[src/include/basis_device_pkg.sv]
// Constants, encodings and helpers shared by the register map of the basis device.
package basis_device_pkg;

    // Frame layout
    localparam logic [4:0] FRAME_LEN = 5'h10;
    localparam logic [4:0] FRAME_HALF = 5'h08;
    localparam logic [4:0] FRAME_CNT_MAX = 5'h1f;
    localparam logic [7:0] RESET_BYTE = 8'h00;

    // Control register addresses
    localparam logic [6:0] A_MODE_SELECT = 7'h01;
    localparam logic [6:0] A_HW_CTRL_ZERO = 7'h02;
    localparam logic [6:0] A_WATCHDOG = 7'h03;
    localparam logic [6:0] A_FIRST_BUS = 7'h04;
    localparam logic [6:0] A_WAKE_A = 7'h05;
    localparam logic [6:0] A_WAKE_B = 7'h07;
    localparam logic [6:0] A_WAKE_PULL = 7'h08;
    localparam logic [6:0] A_SECOND_BUS = 7'h0a;
    localparam logic [6:0] A_FOURTH_BUS = 7'h0b;
    localparam logic [6:0] A_CTRL_FIRST = 7'h01;
    localparam logic [6:0] A_CTRL_LAST = 7'h3f;
    localparam logic [6:0] A_BANK_FIRST = 7'h20;
    localparam logic [6:0] A_BANK_LAST = 7'h37;
    localparam logic [5:0] A_OSC_PAIR = 6'h1d;

    // Status register addresses
    localparam logic [6:0] A_STAT_FIRST = 7'h40;
    localparam logic [6:0] A_STAT_LAST = 7'h7e;
    localparam logic [6:0] A_WAKE_LEVEL = 7'h48;

    localparam int STAT_N = 14;
    localparam int SI_SUP0 = 0;
    localparam int SI_SUP1 = 1;
    localparam int SI_THERMAL = 2;
    localparam int SI_DEVICE = 3;
    localparam int SI_BUS0 = 4;
    localparam int SI_BUS2 = 5;
    localparam int SI_WAKE0 = 6;
    localparam int SI_BUS3 = 7;
    localparam int SI_WAKE2 = 8;
    localparam int SI_SMPS = 9;
    localparam logic [6:0] STAT_ADDR [STAT_N] = '{7'h40, 7'h41, 7'h42, 7'h43, 7'h44, 7'h45, 7'h46,
                                                  7'h47, 7'h49, 7'h4c, 7'h70, 7'h71, 7'h72, 7'h73};

    // Field positions
    localparam int MODE_LSB = 6;
    localparam int BANK_LSB = 0;
    localparam int CAN_FIELDS = 3;

    // Transceiver control encoding
    localparam logic [1:0] CAN_WAKE = 2'h1;
    localparam logic [1:0] CAN_ON = 2'h3;

    // Operating mode as reported by the mode controller
    localparam logic [2:0] MODE_INIT = 3'h0;
    localparam logic [2:0] MODE_NORMAL = 3'h1;
    localparam logic [2:0] MODE_STOP = 3'h2;
    localparam logic [2:0] MODE_SLEEP = 3'h3;
    localparam logic [2:0] MODE_RESTART = 3'h4;
    localparam logic [2:0] MODE_FAILSAFE = 3'h5;

    // Mode field values inside the mode select register
    localparam logic [1:0] MF_NORMAL = 2'h0;
    localparam logic [1:0] MF_SLEEP = 2'h1;
    localparam logic [1:0] MF_STOP = 2'h2;
    localparam logic [1:0] MF_RESTART = 2'h3;

    typedef enum logic {FRAME_IDLE, FRAME_SHIFT} frame_state_t;

    function automatic logic [1:0] mode_field(input logic [2:0] m);
        case (m)
            MODE_INIT, MODE_NORMAL: mode_field = MF_NORMAL;
            MODE_SLEEP: mode_field = MF_SLEEP;
            MODE_STOP: mode_field = MF_STOP;
            default: mode_field = MF_RESTART;
        endcase
    endfunction

endpackage

[src/design/spi_register_map.sv]
// Serial register map with status summary, mode-driven rewrites and banked wake configuration.
//
// How it works
// Summary bit sets when any represented bit sets
// Summary bit clears only when all clear
// Bit 0 supplies OR, bit 4 bus OR
// Bits 1-3,5-7 follow their status registers
// Wake level register excluded from summary
// Frame bit 7 selects write/clear or read
// Addresses 01 to 3f are read/write control
// Written value visible from next frame only
// Pair 3a/3b read-only, writes ignored
// Addresses 40 to 7e are status registers
// Access bit one clears status after returning
// Wake level shows live pins, never cleared
// Mode field follows mode actually in effect
// Sleep entry turns CAN on into wake
// Fail output stays asserted into sleep
// Configure in normal; stop allows few writes
// Banked accesses go to selected channel
// Banked register touches selected copy only
// Selective wake status not banked
// Address bits 6-0, access 7, data 15-8
// Summary field sent in every response
// Frames ignored in restart, sleep, fail-safe
// Status read without clear changes nothing
// Summary refreshed right before each response
`timescale 1ns/1ps

module spi_register_map
    import basis_device_pkg::*;
(
    input wire logic mclk,
    input wire logic rst_b,
    input wire logic spi_csn_b,
    input wire logic spi_clk,
    input wire logic spi_sdi,
    output logic spi_sdo,
    output logic spi_sdo_oe,
    input wire logic [2:0] mode_now,
    input wire logic [7:0] stat_event [STAT_N],
    input wire logic [7:0] wake_pin_level,
    input wire logic [7:0] osc_config_a,
    input wire logic [7:0] osc_config_b,
    input wire logic fail_trigger,
    input wire logic fail_release,
    output logic fail_output,
    output logic [7:0] status_summary,
    output logic [7:0] mode_select_control,
    output logic [7:0] watchdog_control,
    output logic [7:0] first_bus_control,
    output logic [7:0] second_bus_group_control,
    output logic [7:0] fourth_bus_control
);

    // Pin synchronisers: csn, clk, sdi, then the eight wake pins
    logic [10:0] sync1_ff;
    logic [10:0] sync2_ff;
    logic csn_s;
    logic clk_s;
    logic sdi_s;
    logic [7:0] lvl_s;
    logic csn_prev_ff;
    logic clk_prev_ff;
    logic csn_fall;
    logic csn_rise;
    logic clk_rise;
    logic clk_fall;

    always_ff @(posedge mclk) begin
        if (!rst_b) begin
            sync1_ff <= 11'h001;
            sync2_ff <= 11'h001;
        end else begin
            sync1_ff <= {wake_pin_level, spi_sdi, spi_clk, spi_csn_b};
            sync2_ff <= sync1_ff;
        end
    end

    assign csn_s = sync2_ff[0];
    assign clk_s = sync2_ff[1];
    assign sdi_s = sync2_ff[2];
    assign lvl_s = sync2_ff[10:3];

    always_ff @(posedge mclk) begin
        if (!rst_b) begin
            csn_prev_ff <= 1'b1;
            clk_prev_ff <= 1'b0;
        end else begin
            csn_prev_ff <= csn_s;
            clk_prev_ff <= clk_s;
        end
    end

    assign csn_fall = csn_prev_ff && !csn_s;
    assign csn_rise = !csn_prev_ff && csn_s;
    assign clk_rise = !clk_prev_ff && clk_s;
    assign clk_fall = clk_prev_ff && !clk_s;

    // Frame shifter, least significant bit first
    frame_state_t state_ff;
    logic [4:0] cnt_ff;
    logic [15:0] rx_ff;
    logic [15:0] tx_ff;
    logic [7:0] summary_live;
    logic [7:0] read_byte;

    always_ff @(posedge mclk) begin
        if (!rst_b) begin
            state_ff <= FRAME_IDLE;
            cnt_ff <= 5'h00;
            rx_ff <= 16'h0000;
            tx_ff <= 16'h0000;
        end else if (csn_fall) begin
            state_ff <= FRAME_SHIFT;
            cnt_ff <= 5'h00;
            tx_ff <= {RESET_BYTE, summary_live};
        end else if (csn_rise) begin
            state_ff <= FRAME_IDLE;
        end else if (state_ff == FRAME_SHIFT) begin
            if (clk_rise) begin
                rx_ff <= {sdi_s, rx_ff[15:1]};
                if (cnt_ff != FRAME_CNT_MAX) begin
                    cnt_ff <= cnt_ff + 5'h01;
                end
            end
            if (clk_fall) begin
                // Address byte is complete here, so the data byte answers in the same frame
                if (cnt_ff == FRAME_HALF) begin
                    tx_ff <= {RESET_BYTE, read_byte};
                end else begin
                    tx_ff <= {1'b0, tx_ff[15:1]};
                end
            end
        end
    end

    assign spi_sdo = tx_ff[0];
    assign spi_sdo_oe = (state_ff == FRAME_SHIFT);

    // Completed frame; a miscounted frame is dropped
    logic exec;
    logic [6:0] f_addr;
    logic f_acc;
    logic [7:0] f_data;
    logic interp;
    logic in_ctrl;
    logic in_bank;
    logic in_osc;
    logic wr_ok;

    assign exec = csn_rise && (state_ff == FRAME_SHIFT) && (cnt_ff == FRAME_LEN);
    assign f_addr = rx_ff[6:0];
    assign f_acc = rx_ff[7];
    assign f_data = rx_ff[15:8];
    assign interp = (mode_now == MODE_INIT) || (mode_now == MODE_NORMAL) || (mode_now == MODE_STOP);
    assign in_ctrl = (f_addr >= A_CTRL_FIRST) && (f_addr <= A_CTRL_LAST);
    assign in_bank = (f_addr >= A_BANK_FIRST) && (f_addr <= A_BANK_LAST);
    assign in_osc = (f_addr[6:1] == A_OSC_PAIR);
    // Stop mode accepts only mode changes and watchdog service
    assign wr_ok = interp && in_ctrl && !in_osc && f_acc &&
                   ((mode_now != MODE_STOP) || (f_addr == A_MODE_SELECT) || (f_addr == A_WATCHDOG));

    // Control and banked storage
    logic [7:0] ctrl_ff [64];
    logic [7:0] swk_ff [4][32];
    logic [2:0] mode_prev_ff;
    logic [1:0] bank_sel;
    logic mode_change;
    logic enter_sleep;

    assign bank_sel = fourth_bus_control[BANK_LSB +: 2];
    assign mode_change = (mode_now != mode_prev_ff);
    assign enter_sleep = mode_change && (mode_now == MODE_SLEEP);

    always_ff @(posedge mclk) begin
        if (!rst_b) begin
            mode_prev_ff <= MODE_INIT;
        end else begin
            mode_prev_ff <= mode_now;
        end
    end

    always_ff @(posedge mclk) begin
        if (!rst_b) begin
            for (int i = 0; i < 64; i++) begin
                ctrl_ff[i] <= RESET_BYTE;
            end
            for (int b = 0; b < 4; b++) begin
                for (int k = 0; k < 32; k++) begin
                    swk_ff[b][k] <= RESET_BYTE;
                end
            end
        end else begin
            if (exec && wr_ok) begin
                if (in_bank) begin
                    swk_ff[bank_sel][f_addr[4:0]] <= f_data;
                end else begin
                    ctrl_ff[f_addr[5:0]] <= f_data;
                end
            end
            // Hardware rewrites come after the host write so the effective mode wins
            if (mode_change) begin
                ctrl_ff[A_MODE_SELECT[5:0]][MODE_LSB +: 2] <= mode_field(mode_now);
            end
            if (enter_sleep) begin
                if (ctrl_ff[A_FIRST_BUS[5:0]][1:0] == CAN_ON) begin
                    ctrl_ff[A_FIRST_BUS[5:0]][1:0] <= CAN_WAKE;
                end
                for (int j = 0; j < CAN_FIELDS; j++) begin
                    if (ctrl_ff[A_SECOND_BUS[5:0]][2*j +: 2] == CAN_ON) begin
                        ctrl_ff[A_SECOND_BUS[5:0]][2*j +: 2] <= CAN_WAKE;
                    end
                end
            end
        end
    end

    assign mode_select_control = ctrl_ff[A_MODE_SELECT[5:0]];
    assign watchdog_control = ctrl_ff[A_WATCHDOG[5:0]];
    assign first_bus_control = ctrl_ff[A_FIRST_BUS[5:0]];
    assign second_bus_group_control = ctrl_ff[A_SECOND_BUS[5:0]];
    assign fourth_bus_control = ctrl_ff[A_FOURTH_BUS[5:0]];

    // Status registers; a new event beats a clear in the same cycle
    logic [7:0] stat_ff [STAT_N];

    always_ff @(posedge mclk) begin
        if (!rst_b) begin
            for (int i = 0; i < STAT_N; i++) begin
                stat_ff[i] <= RESET_BYTE;
            end
        end else begin
            for (int i = 0; i < STAT_N; i++) begin
                if (exec && interp && f_acc && (f_addr == STAT_ADDR[i])) begin
                    stat_ff[i] <= stat_event[i];
                end else begin
                    stat_ff[i] <= stat_ff[i] | stat_event[i];
                end
            end
        end
    end

    // Summary; the wake level register has no term here
    assign summary_live[0] = |(stat_ff[SI_SUP0] | stat_ff[SI_SUP1]);
    assign summary_live[1] = |stat_ff[SI_THERMAL];
    assign summary_live[2] = |stat_ff[SI_DEVICE];
    assign summary_live[3] = |stat_ff[SI_BUS0];
    assign summary_live[4] = |(stat_ff[SI_BUS2] | stat_ff[SI_BUS3]);
    assign summary_live[5] = |stat_ff[SI_WAKE0];
    assign summary_live[6] = |stat_ff[SI_WAKE2];
    assign summary_live[7] = |stat_ff[SI_SMPS];

    always_ff @(posedge mclk) begin
        if (!rst_b) begin
            status_summary <= RESET_BYTE;
        end else begin
            status_summary <= summary_live;
        end
    end

    // Read data for the address held in the upper half of the shifter
    logic [6:0] r_addr;
    assign r_addr = rx_ff[14:8];

    always_comb begin
        read_byte = RESET_BYTE;
        if (r_addr[6:1] == A_OSC_PAIR) begin
            read_byte = r_addr[0] ? osc_config_b : osc_config_a;
        end else if ((r_addr >= A_BANK_FIRST) && (r_addr <= A_BANK_LAST)) begin
            read_byte = swk_ff[bank_sel][r_addr[4:0]];
        end else if ((r_addr >= A_CTRL_FIRST) && (r_addr <= A_CTRL_LAST)) begin
            read_byte = ctrl_ff[r_addr[5:0]];
        end else if (r_addr == A_WAKE_LEVEL) begin
            read_byte = lvl_s;
        end else begin
            for (int i = 0; i < STAT_N; i++) begin
                if (r_addr == STAT_ADDR[i]) begin
                    read_byte = stat_ff[i];
                end
            end
        end
    end

    // Fail output; release is not honoured while asleep
    always_ff @(posedge mclk) begin
        if (!rst_b) begin
            fail_output <= 1'b0;
        end else if (fail_trigger) begin
            fail_output <= 1'b1;
        end else if (fail_release && (mode_now != MODE_SLEEP)) begin
            fail_output <= 1'b0;
        end
    end
endmodule

[config.mk]
export PLATFORM = sky130hd
export DESIGN_NAME = spi_register_map
export DESIGN_NICKNAME = d
export VERILOG_FILES = /design/src/include/basis_device_pkg.sv /design/src/design/spi_register_map.sv
export SDC_FILE = /design/constraint.sdc
export NUM_CORES = 2
export LEC_CHECK = 0
export ABC_AREA = 1
export BUFFER_PORTS_ARGS = -buffer_cell sky130_fd_sc_hd__buf_2
export CAP_MARGIN = 5
export CORE_ASPECT_RATIO = 1.4
export CORE_MARGIN = 2
export CORE_UTILIZATION = 56
export DETAILED_ROUTE_END_ITERATION = 6
export PLACE_DENSITY = 0.73
export SYNTH_ARGS = -nofsm -noshare
export SYNTH_HDL_FRONTEND = slang
export SYNTH_SLANG_ARGS = --single-unit
export TNS_END_PERCENT = 1
[constraint.sdc]
create_clock -name mclk -period 4.5 [get_ports mclk]
set_input_delay 0.45 -clock mclk [delete_from_list [all_inputs] [get_ports mclk]]
set_output_delay 0.45 -clock mclk [all_outputs]
set_load 0.005 [all_outputs]
Word-level counts from Yosys, hierarchy flattened. Memory sizes are Yosys's and may differ from the RTL's. A register that Yosys moved wholly into a read port is not among the register bits. Cells that the tools add are included.

Input bits: 146. Bits in read-only memories: 0. Register bits: 66. Latch bits: 0. Bits in writable memories: 1648. Memories: 3. Output and inout port bits: 51.

Memory list: swk_ff (words 4, bits a word 256, read ports 1, clocked after memory_dff 0, write ports 4, line spi_register_map.sv:166) `logic [7:0] swk_ff [4][32];`; ctrl_ff (words 64, bits a word 8, read ports 6, clocked after memory_dff 1, write ports 64, line spi_register_map.sv:165) `logic [7:0] ctrl_ff [64];`; stat_ff (words 14, bits a word 8, read ports 14, clocked after memory_dff 0, write ports 14, line spi_register_map.sv:226) `logic [7:0] stat_ff [STAT_N];`.

Bitwise gates (word level): 60. Shift operators: 0. Divide/modulo/power cells: 0. $lt $le $gt $ge: 11. Muxes and demuxes: 189. Equal/unequal tests: 48. Reductions and logical operators: 63. $mul: 0. Add/sub/neg operators: 1.

Operators with widths (count): two-way mux 256 bit (3); two-way mux 8 bit (56); OR reduction 256 bit (1); equality test 7 bit, second input constant (29); OR 8 bit (16); two-way mux 1 bit (115); OR reduction 8 bit (9); binary-select mux 8 bit (select 5 bit) (1); demux 8 bit (select 5 bit) (1); logical AND 1 bit (34); OR 1 bit (33); less-or-equal comparator 7 x 6 -> 1 bit, second input constant (4); two-way mux 2 bit (9); two-way mux 6 bit (3); greater-or-equal comparator 7 x 1 -> 1 bit, second input constant (2); greater-or-equal comparator 7 x 6 -> 1 bit, second input constant (2); equality test 6 x 5 -> 1 bit, second input constant (2); greater-or-equal comparator 6 bit, second input constant (2); inverter 5 -> 6 bit (2); equality test 2 bit, second input constant (4); AND reduction 4 bit (2); nonzero test 2 bit (4); equality test 7 x 1 -> 1 bit, second input constant (1); equality test 7 x 2 -> 1 bit, second input constant (1); 20 further kinds (36).

Longest topological paths before layout.
Depth after elaboration: 24. Mapped depth: 21. Depth with buffers taken out: 19.

Least setup slack after synthesis. OpenSTA, ideal clock, no wires.

Path kind: reg2reg. Start: register cnt_ff[0]. End: memory swk_ff[1][128] (netlist bit), enable pin. Slack: 1.944 ns. Clock period less this slack: 2.556 ns. Data arrival time: 2.227 ns. Buffers on the path: 0. Setup time: 0.329 ns. Stages on the path, launching flop included: 14. Cell sequence: dfxtp_1 inv_1 ha_1 inv_1 nor2_1 inv_1 nor4_2 o2111a_1 nand2_1 nor2_2 nand2_1 nor2_1 nand2_1 nand2_1.

RTL lines: start, declared (line spi_register_map.sv:102) `logic [4:0] cnt_ff;`; start signal, assigned (line spi_register_map.sv:124) `cnt_ff <= cnt_ff + 5'h01;`; end, declared (line spi_register_map.sv:166).

Final worst setup path.
Start: register rx_ff[8]. End: register tx_ff[4].

Cells in the longest elaborated chain, start to end: 24. Elaborated cells on any way between the ends: 49.

Ends and longest elaborated chain: start, declared (line spi_register_map.sv:103) `logic [15:0] rx_ff;`; start signal, assigned (line spi_register_map.sv:122) `rx_ff <= {sdi_s, rx_ff[15:1]};`; equality test 7 bit (line spi_register_map.sv:278) `if (r_addr == STAT_ADDR[i]) begin`; two-way mux 8 bit (14 in series) (line spi_register_map.sv:278); two-way mux 8 bit (line spi_register_map.sv:274) `end else if (r_addr == A_WAKE_LEVEL) begin`; two-way mux 8 bit (line spi_register_map.sv:272) `end else if ((r_addr >= A_CTRL_FIRST) && (r_addr <= A_CTRL_LAST)) begin`; two-way mux 8 bit (line spi_register_map.sv:270) `end else if ((r_addr >= A_BANK_FIRST) && (r_addr <= A_BANK_LAST)) begin`; two-way mux 8 bit (*) (line spi_register_map.sv:268) `if (r_addr[6:1] == A_OSC_PAIR) begin`; two-way mux 8 bit (*) (line spi_register_map.sv:129) `if (cnt_ff == FRAME_HALF) begin`; two-way mux 8 bit (*) (line spi_register_map.sv:127) `if (clk_fall) begin`; two-way mux 8 bit (*) (line spi_register_map.sv:120) `end else if (state_ff == FRAME_SHIFT) begin`; two-way mux 8 bit (*) (line spi_register_map.sv:118) `end else if (csn_rise) begin`; two-way mux 8 bit (*) (line spi_register_map.sv:114) `end else if (csn_fall) begin`; end signal, assigned (line spi_register_map.sv:117) `tx_ff <= {RESET_BYTE, summary_live};`; end signal, assigned (line spi_register_map.sv:130) `tx_ff <= {RESET_BYTE, read_byte};`; end signal, assigned (line spi_register_map.sv:132) `tx_ff <= {1'b0, tx_ff[15:1]};`; end, declared (line spi_register_map.sv:104) `logic [15:0] tx_ff;`.

Mark *: on every way between the ends. The rest lies on a longest branch, timed or not. The select of a mux whose other input is x is not followed. A chain may end at the register's enable or synchronous reset.

==> results.toml <==
[status]
status = "finished, final reports clean"

[route]
ant_nets = 0
num_vias = 55400
wl_mm = 215.7
drc = 0
drt_pass1_iterations = 6
post_drt_wl_per_cell_um = 23.06
vias_per_cell = 5.921
drtIter0Drc = 6783

[worst_setup_path]
start_kind = "flip-flop"
path_class = "reg -> reg"
cpPeakStageDelay_ns = 0.88
cp_top_family = "simple AND/OR/NAND/NOR gates"
cp-end-kind = "flip-flop"
cp.arrival_ns = 4.72
cp_cell_sequence = "inv_4 > nand2_2 > buf_4 > a21oi_1 > or2_2 > nor2_1 > nor2_1 > nor2_1 > nand3_1 > nand3_1 > nand2_1 > inv_2 > nand2_1 > nand2_1 > nand2_1 > nand2_1 > a21oi_1"
path_max_fanout = 24
crit_buf_inv = 3
required_ns = 5.20
cpMaxStageDelayCell = "dfxtp_1"
cpMostUsedCell = "nand2_1"

[timing]
finalMaxSlewViolations = 0
rsz0062_at_grt = "no"
finalSetupViolCount = 0
max_slew.worst_pin.slew_ns = 1.177
fin_crit_ns = 4.015
hold_violations = 0
fin_tns_setup_ns = 0
relSlewSlack_pct = 21.51
skew_ns = 0.03383
fin_crit_sh_pct = 89.22
timing.fmax_ghz = 0.2491

[layout]
utilization_pct = 64.91
layout-drive-gt1-share_pct = 8.052
final_common_cell = "edfxtp_1"
nets = 7620
fillers = 9937
area_growth_pct = 14.90
final_cell_mix = "1,642 x edfxtp_1, 1,629 x nor2_1, 904 x nand2_1"
regArea_um2 = 50880
multi_input_area_um2 = 22330

[clock_tree]
clk_path_buf_depth = 3
ctsResizeCount = 0
cts_made_buffers = 160
clkTransAtPathRegs_ns = 0.06
cts_tree = "yes"
cts_sinks = 1720
root_buffer = "clkbuf_16"
cts-htree-levels = 4
worstSkewPairLatency_ns = 0.82

[synthesis]
synthTopCellsByArea = "edfxtp_1 67%, nor2_1 8.3%, nand2_1 4.6%"
synth_cell_types = 46
synthCells = 6749
async_flop_share_pct = 0
avgSynthCellArea_um2 = 10.95
synthFlopType = "edfxtp_1"
syn_area_um2 = 73900
ys_warn_count = 0
synth_seq_area_share_pct = 68.83
ys_seq_elements = 1720
synth_edf_count = 1642
synth_top_area_share_pct = 66.72
synth_top_area_cell = "edfxtp_1"

[global_routing]
grt_pass1_wl_mm = 320.7
grt_max_degree = 157
antenna_found_initial = 4
grt_pass1_vias = 54560
track_usage_pct = 31.60
overflow = 0

[power_and_ir_drop]
power_frac_seq_pct = 55.9
p_int_uw = 26080
p_leak_uw = 0.03130
power_density_nw_per_um2 = 392.4
sw_frac_of_total_pct = 21.75
p_comb_share_pct = 4.4
p_switching_uw = 7249
peakVddDrop_mv = 0.3819
clock_power_share_pct = 39.7

[run]
maxCapViolCount = 0

[floorplanning]
initial_core_util_pct = 56.49
rows = 157
die_w_um = 311.0
die-area_um2 = 134900
ioPinCount = 197
die_h_um = 433.8
coreArea_um2 = 130800

[placed_design]
gp_congestion = 0.9901
port_buffers = 196
dpl.hpwl_mm = 138.6

[hold_path]
hold_path_class = "in -> reg"
registers in the layout, indices dropped and copies added, names as in the netlist, named ones only:
register        cells
csn_prev_ff         1
ctrl_ff           512
cnt_ff              5
tx_ff               8
fail_output         1
clk_prev_ff         1
sync2_ff           11
swk_ff           1024
spi_sdo_oe          1
status_summary      8
sync1_ff           11
rx_ff              16
stat_ff           112
mode_prev_ff        3
worst min-delay path, delay by kind of cell:
kind	cells	cell delay [ns]
buffers and inverters	1	0.11
and+or+nand+nor	1	0.11
AOI/OAI and AO/OA	1	0.05
path summary, 6_finish.rpt:
kind | startpoint | end | cells past startpoint | slack [ns]
worst max-delay path | rx_ff[8] | tx_ff[4] | 17 | 0.48
worst min-delay path | stat_event[9] | stat_ff[1][33] | 3 | 0.06
worst max register to register | rx_ff[8] | tx_ff[4] | 17 | 0.48
worst min register to register | sync1_ff[0] | sync2_ff[0] | 1 | 0.43
what timing repair did:
action | 4_1_cts | 5_1_grt
hold buffers | 140 | 0
setup buffers | 0 | 0
hold endpoints to repair | 137 | 0
synth_stat cells (all sizes together), types with 29 or more instances:
library cell and number:
edfxtp 1642, nor2 1637, nand2 916, a22oi 448, a21oi 333, clkbuf 329
o21ai 317, inv 266, nand3 154, o22ai 149, buf 133, nor3 123
dfxtp 78, or2 52, nor4 41, o31ai 38, nand4 29
metrics by stage:
step	hold WS [ns]	setup slack, ns	total power (uW)	instances	cell area (um^2)
floorplan	0.3905	1.944	19680	7331	76090
global placement	0.4036	0.6843	20210	8916	78460
detailed placement	0.4076	0.6628	20270	8916	78460
CTS	0.03841	0.6832	33320	9350	84900
global route	0.04244	0.4175	34180	9351	84900
finish	0.05665	0.4849	33330	9356	84920
final cells by class:
cell class | count | area share (%)
antenna | 6 | 0.01768
multi-input combinational | 4874 | 26.30
clock inverter | 89 | 0.8723
clock buffer | 205 | 5.061
inverter | 275 | 1.257
timing repair buffer | 438 | 3.999
tap | 1749 | 2.577
sequential | 1720 | 59.91
power groups by stage:
| stage | combinational (uW) | sequential [uW] | clock (uW) |
|---|---|---|---|
| 6_report | 1460 | 18600 | 13200 |
| 5_1_grt | 1590 | 18700 | 13900 |
| 3_3_place_gp | 1280 | 18900 | 0 |
| 4_1_cts | 1410 | 18600 | 13300 |
| 3_5_place_dp | 1310 | 19000 | 0 |
| 2_1_floorplan | 858 | 18800 | 0 |
logic make-up after synthesis:
| group | synth area share (%) |
|---|---|
| other | 0.01016 |
| AOI/OAI and AO/OA | 11.04 |
| adders and majority gates | 0.08465 |
| and+or+nand+nor | 16.05 |
| DFF | 68.83 |
| xor gates and xnor gates | 0.03556 |
| buffers and inverters | 3.948 |
layer usage:
metal | part of all wire (%) | routed length, um | global-route usage (%)
met1 | 33 | 71800 | 35.64
met5 | 0.013 | 27 | 0
met2 | 49 | 106200 | 53.79
met4 | 8.2 | 17690 | 22.86
met3 | 9.3 | 20000 | 6.301
Power figures use the tool's default switching activity.
